`src/include/servo_cfg_pkg.sv`:
```
// shared constants for the servo station configuration and overtravel block
package servo_cfg_pkg;
    // ==========================================================
    // timing
    localparam int CLK_PERIOD_NS = 10;
    localparam int DEBOUNCE_NS = 20000;
    localparam int DEBOUNCE_CYC =
        (DEBOUNCE_NS + CLK_PERIOD_NS - 1) / CLK_PERIOD_NS;
    localparam int BOOT_CYC = 3;
    // ==========================================================
    // register byte offsets
    localparam logic [7:0] CTRL_OFS = 8'h00;
    localparam logic [7:0] DIR_OFS = 8'h04;
    localparam logic [7:0] FWD_SEL_OFS = 8'h08;
    localparam logic [7:0] REV_SEL_OFS = 8'h0C;
    localparam logic [7:0] STOP_OFS = 8'h10;
    localparam logic [7:0] ESTOP_OFS = 8'h14;
    localparam logic [7:0] MAXTRQ_OFS = 8'h18;
    localparam logic [7:0] STATUS_OFS = 8'h1C;
    localparam logic [7:0] ACTIVE_OFS = 8'h20;
    // field positions
    localparam int CTRL_RESTART_BIT = 0;
    localparam int DIR_REVERSE_BIT = 0;
    // ==========================================================
    // reset values and codes
    localparam logic [3:0] FWD_SEL_RST = 4'h1;
    localparam logic [3:0] REV_SEL_RST = 4'h2;
    localparam logic [3:0] SEL_IGNORE = 4'h8;
    localparam logic [7:0] STOP_RST = 8'h00;
    localparam logic [3:0] STOP_COAST = 4'h2;
    localparam logic [3:0] DECEL_ZCLAMP = 4'h1;
    localparam logic [3:0] DECEL_COAST = 4'h2;
    localparam logic [9:0] ESTOP_MAX = 10'h320;
    localparam logic [9:0] ESTOP_RST = 10'h320;
    localparam logic [9:0] MAXTRQ_RST = 10'h12C;
    localparam logic [7:0] ADDR_FIRST = 8'h03;
    localparam logic [7:0] ADDR_LAST = 8'hEF;
    localparam logic [5:0] BYTES_16 = 6'h10;
    localparam logic [5:0] BYTES_32 = 6'h20;
    localparam logic [5:0] BYTES_48 = 6'h30;
    // ==========================================================
    typedef enum logic [5:0] {
        ST_RUN = 6'h01,
        ST_DB_STOP = 6'h02,
        ST_COAST_STOP = 6'h04,
        ST_DECEL = 6'h08,
        ST_ZCLAMP = 6'h10,
        ST_COAST_HOLD = 6'h20
    } stop_state_t;
endpackage : servo_cfg_pkg

```
`src/core/servo_station_config_overtravel_stop.sv`:
```
// station switches, direction, overtravel gating and stop sequencing
`timescale 1ns/1ps
// Notes on behaviour
// - station address is high switch digit then low digit; factory 03H.
// - DIP 1,2 give 16/32/48 bytes; both on reserved; factory 48.
// - switch settings are captured only once after power-up.
// - reverse setting flips motor travel, encoder output untouched.
// - standard direction treats counterclockwise as forward.
// - forward limit on allows forward run; off is forward overtravel.
// - reverse limit on allows reverse run; off is reverse overtravel.
// - opposite-direction references still accepted during overtravel.
// - forward limit select 8 ignores the input; applied after restart.
// - reverse limit select 8 ignores the input; applied after restart.
// - stop low digit 0/1 brakes dynamically, 2 coasts; then coast.
// - second digit 1: decelerate then zero clamp; 2: decelerate, coast.
// - zero clamp holds a position loop around reference zero.
// - torque control never decelerates; brake or coast, then coast.
// - emergency torque 0-800 percent, default 800, applied at once.
// - applied emergency torque never exceeds motor maximum torque.
module servo_station_config_overtravel_stop (
    input wire logic ref_clk, // system clock
    input wire logic arst_n, // asynchronous reset
    input wire logic wb_cyc_i, // wishbone cycle
    input wire logic wb_stb_i, // wishbone strobe
    input wire logic wb_we_i, // wishbone write
    input wire logic [7:0] wb_adr_i, // byte address
    input wire logic [3:0] wb_sel_i, // byte lanes
    input wire logic [31:0] wb_dat_i, // write data
    output logic [31:0] wb_dat_o, // read data
    output logic wb_ack_o, // acknowledge
    input wire logic [3:0] addr_high_switch, // rotary, high digit
    input wire logic [3:0] addr_low_switch, // rotary, low digit
    input wire logic [3:0] link_option_dip, // dip positions 4..1
    input wire logic fwd_limit_in, // forward limit, on = allowed
    input wire logic rev_limit_in, // reverse limit, on = allowed
    input wire logic enc_a_in, // encoder phase a
    input wire logic enc_b_in, // encoder phase b
    input wire logic ref_active, // reference asks for motion
    input wire logic ref_fwd, // reference direction forward
    input wire logic torque_mode, // drive is under torque control
    input wire logic motor_stopped, // speed has reached zero
    output logic [7:0] station_addr, // captured station address
    output logic station_valid, // address in usable range
    output logic [5:0] xfer_bytes, // transmission byte count
    output logic xfer_valid, // byte count not reserved
    output logic motor_ccw, // commanded rotation counterclockwise
    output logic motion_en, // reference may drive the motor
    output logic fwd_overtravel, // forward overtravel active
    output logic rev_overtravel, // reverse overtravel active
    output logic dyn_brake_on, // dynamic braking active
    output logic coast_on, // power stage off, motor coasting
    output logic decel_on, // decelerating at emergency torque
    output logic [9:0] decel_torque, // torque limit percent while decel
    output logic zero_clamp_on, // position loop on zero reference
    output logic enc_a_out, // encoder pulse out phase a
    output logic enc_b_out // encoder pulse out phase b
);
    // ==========================================================
    // input synchronisers: address switch, dip 1-2, limit and encoder pins pass two flops
    logic [13:0] pin_s1_q;
    logic [13:0] pin_s2_q;
    always_ff @(posedge ref_clk or negedge arst_n) begin
        if (!arst_n) begin
            pin_s1_q <= 14'h0000;
            pin_s2_q <= 14'h0000;
        end else begin
            // reserved dip positions 3 and 4 carry no function
            pin_s1_q <= {enc_b_in, enc_a_in, rev_limit_in, fwd_limit_in,
                         link_option_dip[1:0], addr_low_switch,
                         addr_high_switch};
            pin_s2_q <= pin_s1_q;
        end
    end

    // encoder pulses forwarded with unchanged polarity regardless of
    // the reverse setting
    always_ff @(posedge ref_clk or negedge arst_n) begin
        if (!arst_n) begin
            enc_a_out <= 1'b0;
            enc_b_out <= 1'b0;
        end else begin
            enc_a_out <= pin_s2_q[12];
            enc_b_out <= pin_s2_q[13];
        end
    end

    // ==========================================================
    // limit debounce: a level must hold for the whole window
    localparam logic [10:0] DB_LAST = 11'(servo_cfg_pkg::DEBOUNCE_CYC - 1);
    logic [1:0] lim_clean_q;
    genvar gi;
    generate
        for (gi = 0; gi < 2; gi++) begin : g_deb
            logic [10:0] cnt_q;
            always_ff @(posedge ref_clk or negedge arst_n) begin
                if (!arst_n) begin
                    cnt_q <= 11'h000;
                    lim_clean_q[gi] <= 1'b0;
                end else if (pin_s2_q[10+gi] == lim_clean_q[gi]) begin
                    cnt_q <= 11'h000;
                end else if (cnt_q == DB_LAST) begin
                    cnt_q <= 11'h000;
                    lim_clean_q[gi] <= pin_s2_q[10+gi];
                end else begin
                    cnt_q <= cnt_q + 11'h001;
                end
            end
        end
    endgenerate

    // ==========================================================
    // power-up capture of switches; later changes are ignored
    logic [1:0] boot_cnt_q;
    logic boot_done_q;
    always_ff @(posedge ref_clk or negedge arst_n) begin
        if (!arst_n) begin
            boot_cnt_q <= 2'h0;
            boot_done_q <= 1'b0;
        end else if (!boot_done_q) begin
            boot_cnt_q <= boot_cnt_q + 2'h1;
            boot_done_q <= (boot_cnt_q == 2'(servo_cfg_pkg::BOOT_CYC - 1));
        end
    end
    wire logic capture = !boot_done_q &&
        (boot_cnt_q == 2'(servo_cfg_pkg::BOOT_CYC - 1));
    wire logic [7:0] addr_raw = {pin_s2_q[3:0], pin_s2_q[7:4]};

    always_ff @(posedge ref_clk or negedge arst_n) begin
        if (!arst_n) begin
            station_addr <= servo_cfg_pkg::ADDR_FIRST;
            station_valid <= 1'b0;
            xfer_bytes <= servo_cfg_pkg::BYTES_48;
            xfer_valid <= 1'b0;
        end else if (capture) begin
            station_addr <= addr_raw;
            station_valid <= addr_raw >= servo_cfg_pkg::ADDR_FIRST &&
                addr_raw <= servo_cfg_pkg::ADDR_LAST;
            unique case (pin_s2_q[9:8])
                2'h0: xfer_bytes <= servo_cfg_pkg::BYTES_16;
                2'h1: xfer_bytes <= servo_cfg_pkg::BYTES_32;
                2'h2: xfer_bytes <= servo_cfg_pkg::BYTES_48;
                2'h3: xfer_bytes <= 6'h00;
            endcase
            xfer_valid <= pin_s2_q[9:8] != 2'h3;
        end
    end

    // ==========================================================
    // wishbone slave, one wait state, unmapped reads give zero
    logic dir_rev_q;
    logic [3:0] fwd_sel_q;
    logic [3:0] rev_sel_q;
    logic [7:0] stop_q;
    logic [9:0] estop_q;
    logic [9:0] maxtrq_q;
    logic dir_act_q;
    logic fwd_use_q;
    logic rev_use_q;
    logic [7:0] stop_act_q;
    servo_cfg_pkg::stop_state_t st_q;
    servo_cfg_pkg::stop_state_t st_d;

    wire logic req = wb_cyc_i && wb_stb_i && !wb_ack_o;
    wire logic wr = req && wb_we_i;
    wire logic wr_restart = wr && wb_adr_i == servo_cfg_pkg::CTRL_OFS &&
        wb_sel_i[0] && wb_dat_i[servo_cfg_pkg::CTRL_RESTART_BIT];
    wire logic [9:0] wr_trq = wb_dat_i[9:0] > servo_cfg_pkg::ESTOP_MAX ?
        servo_cfg_pkg::ESTOP_MAX : wb_dat_i[9:0];

    always_ff @(posedge ref_clk or negedge arst_n) begin
        if (!arst_n) begin
            dir_rev_q <= 1'b0;
            fwd_sel_q <= servo_cfg_pkg::FWD_SEL_RST;
            rev_sel_q <= servo_cfg_pkg::REV_SEL_RST;
            stop_q <= servo_cfg_pkg::STOP_RST;
            estop_q <= servo_cfg_pkg::ESTOP_RST;
            maxtrq_q <= servo_cfg_pkg::MAXTRQ_RST;
        end else if (wr && wb_sel_i[0]) begin
            unique case (wb_adr_i)
                servo_cfg_pkg::DIR_OFS:
                    dir_rev_q <= wb_dat_i[servo_cfg_pkg::DIR_REVERSE_BIT];
                servo_cfg_pkg::FWD_SEL_OFS: fwd_sel_q <= wb_dat_i[3:0];
                servo_cfg_pkg::REV_SEL_OFS: rev_sel_q <= wb_dat_i[3:0];
                servo_cfg_pkg::STOP_OFS: stop_q <= wb_dat_i[7:0];
                servo_cfg_pkg::ESTOP_OFS: estop_q <= wr_trq;
                servo_cfg_pkg::MAXTRQ_OFS: maxtrq_q <= wr_trq;
                default: ;
            endcase
        end
    end

    // settings marked for restart are copied at reset and on restart
    always_ff @(posedge ref_clk or negedge arst_n) begin
        if (!arst_n) begin
            dir_act_q <= 1'b0;
            fwd_use_q <= 1'b1;
            rev_use_q <= 1'b1;
            stop_act_q <= servo_cfg_pkg::STOP_RST;
        end else if (wr_restart) begin
            dir_act_q <= dir_rev_q;
            fwd_use_q <= fwd_sel_q != servo_cfg_pkg::SEL_IGNORE;
            rev_use_q <= rev_sel_q != servo_cfg_pkg::SEL_IGNORE;
            stop_act_q <= stop_q;
        end
    end

    // immediate, clamped to the motor's own maximum
    wire logic [9:0] trq_applied = estop_q > maxtrq_q ? maxtrq_q : estop_q;

    always_ff @(posedge ref_clk or negedge arst_n) begin
        if (!arst_n) begin
            wb_ack_o <= 1'b0;
            wb_dat_o <= 32'h0000_0000;
        end else begin
            wb_ack_o <= req;
            wb_dat_o <= 32'h0000_0000;
            if (req && !wb_we_i) begin
                unique case (wb_adr_i)
                    servo_cfg_pkg::DIR_OFS: wb_dat_o[0] <= dir_rev_q;
                    servo_cfg_pkg::FWD_SEL_OFS: wb_dat_o[3:0] <= fwd_sel_q;
                    servo_cfg_pkg::REV_SEL_OFS: wb_dat_o[3:0] <= rev_sel_q;
                    servo_cfg_pkg::STOP_OFS: wb_dat_o[7:0] <= stop_q;
                    servo_cfg_pkg::ESTOP_OFS: wb_dat_o[9:0] <= estop_q;
                    servo_cfg_pkg::MAXTRQ_OFS: wb_dat_o[9:0] <= maxtrq_q;
                    servo_cfg_pkg::STATUS_OFS: wb_dat_o[25:0] <=
                        {st_q, rev_overtravel, fwd_overtravel, xfer_valid,
                         station_valid, 2'h0, xfer_bytes, station_addr};
                    servo_cfg_pkg::ACTIVE_OFS: wb_dat_o[20:0] <=
                        {trq_applied, rev_use_q, fwd_use_q, dir_act_q,
                         stop_act_q};
                    default: ;
                endcase
            end
        end
    end

    // ==========================================================
    // overtravel and stop sequencing
    wire logic fwd_ot = fwd_use_q && !lim_clean_q[0];
    wire logic rev_ot = rev_use_q && !lim_clean_q[1];
    // only motion toward the tripped limit counts; the far way is free
    wire logic ot_hit = ref_active &&
        ((ref_fwd && fwd_ot) || (!ref_fwd && rev_ot));
    wire logic [3:0] low_dig = stop_act_q[3:0];
    wire logic [3:0] sec_dig = stop_act_q[7:4];
    wire logic use_decel = !torque_mode &&
        (sec_dig == servo_cfg_pkg::DECEL_ZCLAMP ||
         sec_dig == servo_cfg_pkg::DECEL_COAST);

    always_comb begin
        st_d = st_q;
        unique case (st_q)
            servo_cfg_pkg::ST_RUN:
                if (ot_hit) begin
                    if (use_decel)
                        st_d = servo_cfg_pkg::ST_DECEL;
                    else if (low_dig == servo_cfg_pkg::STOP_COAST)
                        st_d = servo_cfg_pkg::ST_COAST_STOP;
                    else
                        st_d = servo_cfg_pkg::ST_DB_STOP;
                end
            servo_cfg_pkg::ST_DB_STOP, servo_cfg_pkg::ST_COAST_STOP:
                if (motor_stopped)
                    st_d = servo_cfg_pkg::ST_COAST_HOLD;
            servo_cfg_pkg::ST_DECEL:
                if (motor_stopped) begin
                    if (sec_dig == servo_cfg_pkg::DECEL_ZCLAMP)
                        st_d = servo_cfg_pkg::ST_ZCLAMP;
                    else
                        st_d = servo_cfg_pkg::ST_COAST_HOLD;
                end
            servo_cfg_pkg::ST_ZCLAMP, servo_cfg_pkg::ST_COAST_HOLD:
                if (ref_active && !ot_hit)
                    st_d = servo_cfg_pkg::ST_RUN;
            default: st_d = servo_cfg_pkg::ST_COAST_HOLD;
        endcase
    end

    always_ff @(posedge ref_clk or negedge arst_n) begin
        if (!arst_n)
            st_q <= servo_cfg_pkg::ST_RUN;
        else
            st_q <= st_d;
    end

    always_ff @(posedge ref_clk or negedge arst_n) begin
        if (!arst_n) begin
            motor_ccw <= 1'b0;
            motion_en <= 1'b0;
            fwd_overtravel <= 1'b0;
            rev_overtravel <= 1'b0;
            dyn_brake_on <= 1'b0;
            coast_on <= 1'b0;
            decel_on <= 1'b0;
            decel_torque <= 10'h000;
            zero_clamp_on <= 1'b0;
        end else begin
            // forward is counterclockwise unless reversed
            motor_ccw <= ref_fwd ^ dir_act_q;
            motion_en <= st_d == servo_cfg_pkg::ST_RUN && ref_active &&
                !ot_hit;
            fwd_overtravel <= fwd_ot;
            rev_overtravel <= rev_ot;
            dyn_brake_on <= st_d == servo_cfg_pkg::ST_DB_STOP;
            coast_on <= st_d == servo_cfg_pkg::ST_COAST_STOP ||
                st_d == servo_cfg_pkg::ST_COAST_HOLD;
            decel_on <= st_d == servo_cfg_pkg::ST_DECEL;
            decel_torque <= st_d == servo_cfg_pkg::ST_DECEL ?
                trq_applied : 10'h000;
            zero_clamp_on <= st_d == servo_cfg_pkg::ST_ZCLAMP;
        end
    end

    // ==========================================================
    // checks
    station_hold_a: assert property (@(posedge ref_clk) disable iff (!arst_n)
        boot_done_q |=> $stable(station_addr))
        else $error("station address changed after power-up capture");
    station_valid_a: assert property (@(posedge ref_clk) disable iff (!arst_n)
        boot_done_q && station_valid |->
        station_addr > 8'h02 && station_addr < 8'hF0)
        else $error("disabled station address reported valid");
    addr_order_a: assert property (@(posedge ref_clk) disable iff (!arst_n)
        capture |=> station_addr == {$past(pin_s2_q[3:0]),
                                     $past(pin_s2_q[7:4])})
        else $error("station address digits in wrong order");
    bytes_code_a: assert property (@(posedge ref_clk) disable iff (!arst_n)
        capture && pin_s2_q[9:8] == 2'h1 |=> xfer_bytes == 6'h20)
        else $error("dip code one must give 32 bytes");
    dir_flip_a: assert property (@(posedge ref_clk) disable iff (!arst_n)
        (boot_done_q || boot_cnt_q != 2'h0) |->
        motor_ccw == ($past(ref_fwd) ^ $past(dir_act_q)))
        else $error("motor direction does not follow reverse setting");
    fwd_block_a: assert property (@(posedge ref_clk) disable iff (!arst_n)
        motion_en && ref_fwd |-> !$past(fwd_ot) || !$past(ref_fwd))
        else $error("forward motion enabled in forward overtravel");
    rev_accept_a: assert property (@(posedge ref_clk) disable iff (!arst_n)
        st_q == servo_cfg_pkg::ST_COAST_HOLD && ref_active && !ref_fwd &&
        fwd_ot && !rev_ot |=> motion_en)
        else $error("opposite reference refused during overtravel");
    torque_nodecel_a: assert property (@(posedge ref_clk) disable iff (!arst_n)
        st_q == servo_cfg_pkg::ST_RUN && ot_hit && torque_mode
        |=> !decel_on && (dyn_brake_on || coast_on))
        else $error("deceleration stop taken under torque control");
    trq_clamp_a: assert property (@(posedge ref_clk) disable iff (!arst_n)
        decel_on |-> decel_torque <= $past(maxtrq_q) &&
        decel_torque <= 10'h320)
        else $error("emergency torque above motor maximum");
    zclamp_after_a: assert property (@(posedge ref_clk) disable iff (!arst_n)
        st_q == servo_cfg_pkg::ST_DECEL && motor_stopped &&
        sec_dig == 4'h1 |=> zero_clamp_on ##0 !coast_on)
        else $error("zero clamp not entered after deceleration");
endmodule : servo_station_config_overtravel_stop

```
`config.mk`:
```
export PLATFORM = sky130hd
export DESIGN_NAME = servo_station_config_overtravel_stop
export DESIGN_NICKNAME = d
export VERILOG_FILES = /design/src/include/servo_cfg_pkg.sv /design/src/core/servo_station_config_overtravel_stop.sv
export SDC_FILE = /design/constraint.sdc
export NUM_CORES = 1
export LEC_CHECK = 0
export BUFFER_PORTS_ARGS = -buffer_cell sky130_fd_sc_hd__buf_2
export CAP_MARGIN = 0
export CORE_UTILIZATION = 40
export CTS_BUF_LIST = sky130_fd_sc_hd__clkbuf_4 sky130_fd_sc_hd__clkbuf_8
export DETAILED_ROUTE_END_ITERATION = 8
export PLACE_DENSITY = 0.63
export SKIP_CTS_REPAIR_TIMING = 1
export SYNTH_ARGS = -nofsm -noshare
export SYNTH_HDL_FRONTEND = slang
export SYNTH_SLANG_ARGS = --single-unit
```
`constraint.sdc`:
```
create_clock -name ref_clk -period 4.69 [get_ports ref_clk]
set_input_delay 0.7035 -clock ref_clk [delete_from_list [all_inputs] [get_ports ref_clk]]
set_output_delay 0.7035 -clock ref_clk [all_outputs]
set_load 0.05 [all_outputs]
```
# Yosys cells after proc, flatten, opt, wreduce, memory -nomap -nowiden
# Cells that the tools add are included.
[op_classes] reduce_logical=42 mul=0 div=0 n_shift=0 bitwise=3 n_eq_ne=34 mux=24 order_cmp=4 addsub=3
[op_table] cell="6-bit one-hot mux with 4 select lines" count=2
[op_table] cell="11-bit two-way mux" count=4
[op_table] cell="8-bit by 5-bit equality test with 1-bit output (second input constant)" count=4
[op_table] cell="10-bit two-way mux" count=3
[op_table] cell="6-bit two-way mux" count=5
[op_table] cell="26-bit two-way mux" count=1
[op_table] cell="11-bit by 1-bit adder with 11-bit output (second input constant)" count=2
[op_table] cell="11-bit equality test (second input constant)" count=2
[op_table] cell="11-bit one-hot mux with 2 select lines" count=1
[op_table] cell="3-bit one-hot mux with 7 select lines" count=1
[op_table] cell="4-bit one-hot mux with 5 select lines" count=1
[op_table] cell="1-bit logical AND" count=19
[op_table] cell="8-bit by 4-bit equality test with 1-bit output (second input constant)" count=2
[op_table] cell="2-bit AND reduction" count=8
[op_table] cell="6-bit by 1-bit equality test with 1-bit output (second input constant)" count=2
[op_table] cell="6-bit by 2-bit equality test with 1-bit output (second input constant)" count=2
[op_table] cell="6-bit by 3-bit equality test with 1-bit output (second input constant)" count=2
[op_table] cell="6-bit by 4-bit equality test with 1-bit output (second input constant)" count=2
[op_table] cell="6-bit by 5-bit equality test with 1-bit output (second input constant)" count=2
[op_table] cell="6-bit equality test (second input constant)" count=2
[op_table] cell="10-bit greater-than comparator" count=1
[op_table] cell="10-bit greater-than comparator (second input constant)" count=1
[op_table] cell="4-bit by 2-bit equality test with 1-bit output (second input constant)" count=2
[op_table] cell="8-bit by 3-bit equality test with 1-bit output (second input constant)" count=1
[op_table] cell="other kinds (23)" count=38
[totals] ramBits=0 elab_cells=146 output_inout_bits=69 in_bits=69 latchBits=0 romBits=0 reg_bits=172 memories=0

# Logic depth before layout (Yosys ltp)
[logic_depth] depth_word=12 ltp_mapped=9 ltp_nobuf=8

# Worst setup path before layout
# No wires, ideal clock.
[synth_timing] path_type="input port to flip-flop" start="input port wb_adr_i[5]" end="register estop_q[2]" path_buffers=2 setup_time_ps=125 required_time_ps=4565 setup_slack_ps=2545 path_stages=6 t_arrival_ps=2020 path_cell_list="nor4b_4 -> and2_1 -> buf_6 -> and2_4 -> buf_8 -> mux2_4"
[synth_via] elab_chain_len=2
[synth_lines] item="start, declared" line_no="servo_station_config_overtravel_stop.sv:26" rtl="input wire logic [7:0] wb_adr_i,"
[synth_lines] item="8-bit by 5-bit equality test with 1-bit output" line_no="servo_station_config_overtravel_stop.sv:179" rtl="unique case (wb_adr_i)"
[synth_lines] item="2-bit AND reduction (no line)"
[synth_lines] item="end signal, assigned" line_no="servo_station_config_overtravel_stop.sv:176" rtl="estop_q <= servo_cfg_pkg::ESTOP_RST;"
[synth_lines] item="end signal, assigned" line_no="servo_station_config_overtravel_stop.sv:185" rtl="servo_cfg_pkg::ESTOP_OFS: estop_q <= wr_trq;"
[synth_lines] item="end, declared" line_no="servo_station_config_overtravel_stop.sv:154" rtl="logic [9:0] estop_q;"
# No other way between the ends.
# A chain may end at the register's enable or synchronous reset.

# Worst setup path after layout
[layout_timing] start="register maxtrq_q[8]" end="register decel_torque[3]"
[layout_via] elab_chain_len=3
[layout_lines] item="start, declared" line_no="servo_station_config_overtravel_stop.sv:155" rtl="logic [9:0] maxtrq_q;"
[layout_lines] item="start signal, assigned" line_no="servo_station_config_overtravel_stop.sv:177" rtl="maxtrq_q <= servo_cfg_pkg::MAXTRQ_RST;"
[layout_lines] item="start signal, assigned" line_no="servo_station_config_overtravel_stop.sv:186" rtl="servo_cfg_pkg::MAXTRQ_OFS: maxtrq_q <= wr_trq;"
[layout_lines] item="10-bit greater-than comparator" line_no="servo_station_config_overtravel_stop.sv:208" rtl="wire logic [9:0] trq_applied = estop_q > maxtrq_q ? maxtrq_q : estop_q;"
[layout_lines] item="10-bit two-way mux" line_no="servo_station_config_overtravel_stop.sv:208"
[layout_lines] item="10-bit two-way mux" line_no="servo_station_config_overtravel_stop.sv:308" rtl="decel_torque <= st_d == servo_cfg_pkg::ST_DECEL ?"
[layout_lines] item="end signal, assigned" line_no="servo_station_config_overtravel_stop.sv:308"
[layout_lines] item="end signal, assigned" line_no="servo_station_config_overtravel_stop.sv:346" rtl="decel_on |-> decel_torque <= $past(maxtrq_q) &&"
[layout_lines] item="end, declared" line_no="servo_station_config_overtravel_stop.sv:53" rtl="output logic [9:0] decel_torque,"
# No other way between the ends.

==> impl_results.md <==
* Pwr/cell area at 346 nW/um2
* 1st-iter DRT viols at 293
* Rel. slew slack at 22.2%
* Part of the power in registers at 53.5%
* Worst slew pin tran at 1.16 ns
* Reg-to-reg startpoint: maxtrq_q[8]
* Via density at 5.06
* Syn avg cell area at 12.1 um2
* Detailed-route via count at 4,727
* IO Pins at 138
* Final slew viol count at 0
* Core ar. at 17,500 um2
* Final Hold Vio Count at 0
* Combinational power share at 8.7%
* Leak at 3.91 nW
* Min Tclk post-route at 2.70 ns
* CP delay by family, top: compound AO/OA/AOI/OAI gates
* Seq/Total Area, Yosys at 58.4%
* WP data arrival at 3.01 ns
* Worst hold slack at 0.325 ns
* Internal Power at 0.00213 W
* CP Max Fanout at 10
* Status: finished clean
* Met3 Resource Use GR at 3.69%
* IO buf count at 100
* GRT met2 Usage at 27.2%
* Routed Antenna Nets at 0
* First-pass GRT wire length at 24,900 um
* Detailed Place HPWL at 11,300 um
* Antenna Cells at 0
* Startpoint Class: flip-flop
* Die width at 136 um
* Placer Congestion at 0.868
* Die ar. at 18,600 um2
* Clock skew at 0.0145 ns
* Slowest CP cell: o41a_1
* Post-Route Utilization at 47.4%
* Worst path bufs/invs at 1
* DR WL/cell at 16.4 um
* Area grow syn2layout at 14.5%
* Worst-skew pair later-pin latency at 0.46 ns
* CTS tree: built
* DRT Pass-1 Iters at 5
* Clock slew seen by the registers of the worst setup and hold paths at 0.09 ns
* Worst VDD drop at 180 uV
* CTS buffer count at 17
* Post-synth ARST share at 100%
* Yosys warns at 0
* Most used routing layer in global routing: met2
* WS Path Type: flip-flop to flip-flop
* Fin crit share at 57.6%
* Net Sw Frac at 25.6%
* Predominant post-synthesis flop cell: dfrtp_1
* # DRC at 0
* Fmax achieved at 370 MHz
* Fraction of layout cells with a size suffix above 1 at 29.6%
* MaxCap Viol Count at 0
* Gr usage total at 18.0%
* RSZ-0062 raised after global routing: false
* H-Tree Level Count at 4
* Maximum clock path buffer count at 2
* Number of synthesized register bits at 168
* CP endpoint kind: flip-flop
* Worst reg-to-reg path cell count at 7
* Cell area after technology mapping at 7230 um2
* Number of synthesized flops with an enable pin at 0
* R2R Setup Slk at 1.99 ns
* Netlist cell types at 69
* Clk sinks at 168
* WL final at 15,400 um
* GR Util met1 at 24.9%
* TNS Setup at 0 ns
* Min-Delay Path Class: input pin to async pin
* Die Height at 136 um
* Vias in the first global route at 4,672
* Total congestion overflow at 0
* Final nets at 782
* Post-Synthesis Cells at 599
* Switching power of the nets at 0.000732 W
* Pre-CTS WS at 1.93 ns
* Clk pwr share at 37.8%
* Final setup vio count at 0
* CP max stage delay at 0.64 ns
* Setup slack after layout at 1.99 ns
* Initial core utilization at 41.4%
* Num rows at 48
* CP cell instances: inv_1, ha_1, nand4_1, nor3_1, o41a_1, mux2i_1, nor2_1
* CTS root buf: clkbuf_8
* Initial antenna violation count at 0
* WP data required at 5.00 ns
* R2R Path End: decel_torque[3]
* Largest net degree at the start of global routing at 98
==> power by group through the flow <==
| stage | Sequential [W] | Combinational (W) | Clock (W) |
|---|---|---|---|
| after floorplan | 0.00160 | 0.000126 | 0 |
| after global placement | 0.00156 | 0.000247 | 0 |
| after detailed placement | 0.00156 | 0.000253 | 0 |
| after CTS | 0.00153 | 0.000254 | 0.00112 |
| after global routing | 0.00154 | 0.000276 | 0.00119 |
| final | 0.00153 | 0.000249 | 0.00108 |
==> metrics by stage <==
| step | cells | total power (W) | cell area (um2) |
|---|---|---|---|
| floorplan | 608 | 0.00172 | 7260 |
| detailed placement | 903 | 0.00181 | 7860 |
| global placement | 903 | 0.00181 | 7860 |
| CTS | 935 | 0.00290 | 8280 |
| finish | 935 | 0.00287 | 8280 |
| global route | 935 | 0.00300 | 8280 |
==> how the worst max path moves through the flow <==
stage	start	endpoint	slack, ns	cells after the start
final	maxtrq_q[8]	decel_torque[3]	1.99	7
after floorplan	wb_adr_i[5]	estop_q[2]	2.55	6
after detailed placement	wb_adr_i[2]	estop_q[1]	1.93	6
after global placement	wb_adr_i[2]	estop_q[1]	1.97	6
after global routing	maxtrq_q[8]	wb_dat_o[14]	1.82	7
after CTS	maxtrq_q[8]	wb_dat_o[12]	2.01	7
==> synth_stat cells, drive strengths merged (4+ instances only) <==
| master | n | area, um2 |
|---|---|---|
| dfrtp | 152 | 3800 |
| nor2 | 69 | 264 |
| mux2 | 47 | 571 |
| nand2 | 34 | 128 |
| o21ai | 29 | 149 |
| inv | 23 | 86.3 |
| buf | 22 | 174 |
| nand3 | 22 | 128 |
| dfstp | 16 | 420 |
| ha | 16 | 200 |
| mux2i | 16 | 160 |
| xnor2 | 16 | 140 |
| a21oi | 14 | 70.1 |
| and2 | 12 | 77.6 |
| a22oi | 10 | 75.1 |
| clkbuf | 10 | 37.5 |
| nor2b | 9 | 56.3 |
| xor2 | 9 | 78.8 |
| and3 | 7 | 43.8 |
| a31oi | 5 | 31.3 |
| nand4 | 5 | 31.3 |
| nor4b | 5 | 58.8 |
| nor3 | 4 | 36.3 |
==> sequential cells by signal, indices dropped and copies added, names as in the netlist, 2 cells and up <==
name and flops:
lim_clean_q 2, stop_act_q 8, st_q 6, boot_cnt_q 2, wb_dat_o 26, pin_s2_q 14
xfer_bytes 2, decel_torque 10, pin_s1_q 14, estop_q 10, station_addr 8, stop_q 8
fwd_sel_q 4, maxtrq_q 10, rev_sel_q 4, g_deb.cnt_q 22
==> cell type report <==
cell class,instances,area [um2]
fill,1601,9200
sequential,168,4220
multi-input combinational,385,2740
timing repair buffer,102,522
tap,225,282
clock buffer,21,277
clock inverter,11,145
inverter,23,86.3
==> per-layer routing <==
layer  vias up  routed length (um)  share of wire [%]
li1       2251                   -                  -
met2       140                7310                 48
met5         -                   0                  0
met4         0                 334                2.2
met1      2313                6950                 45
met3        23                 764                5.0
==> placed cells by master, fill, tap and decap left out, types with 4 or more instances in the layout <==
| cell type | Yosys | layout |
|---|---|---|
| a21oi_1 | 14 | 14 |
| a22oi_1 | 10 | 10 |
| a31oi_1 | 5 | 5 |
| and2_1 | 11 | 11 |
| and3_1 | 7 | 7 |
| buf_2 | 4 | 99 |
| clkbuf_8 | 0 | 19 |
| conb_1 | 1 | 10 |
| dfrtp_1 | 152 | 152 |
| dfstp_2 | 16 | 16 |
| ha_1 | 16 | 16 |
| inv_1 | 23 | 23 |
| mux2_1 | 4 | 4 |
| mux2_2 | 32 | 32 |
| mux2_4 | 11 | 11 |
| mux2i_1 | 16 | 16 |
| nand2_1 | 34 | 34 |
| nand3_1 | 20 | 20 |
| nand4_1 | 5 | 5 |
| nor2_1 | 67 | 67 |
| nor2b_1 | 9 | 9 |
| nor4b_1 | 4 | 4 |
| o21ai_0 | 24 | 24 |
| o21ai_1 | 4 | 4 |
| xnor2_1 | 16 | 16 |
| xor2_1 | 9 | 9 |
==> cells by family after synthesis <==
group                      Yosys count  synth area share, %
adders and majority gates           16                 2.77
DFF                                168                 58.4
AOI/OAI and AO/OA                   84                 7.56
buffers and inverters               55                 4.12
and+or+nand+nor                    187                 13.9
xor gates and xnor gates            25                 3.03
other                                1               0.0519
muxes                               63                 10.1
==> worst reg2reg max path: cells and delay by family, from the launching register on <==
kind,cells,cell delay (ns)
mux,1,0.53
simple gates,3,0.48
buf+inv,1,0.06
fa+ha+maj,1,0.29
flops,1,0.56
compound gates,1,0.64
(Power assumes the default switching activity.)
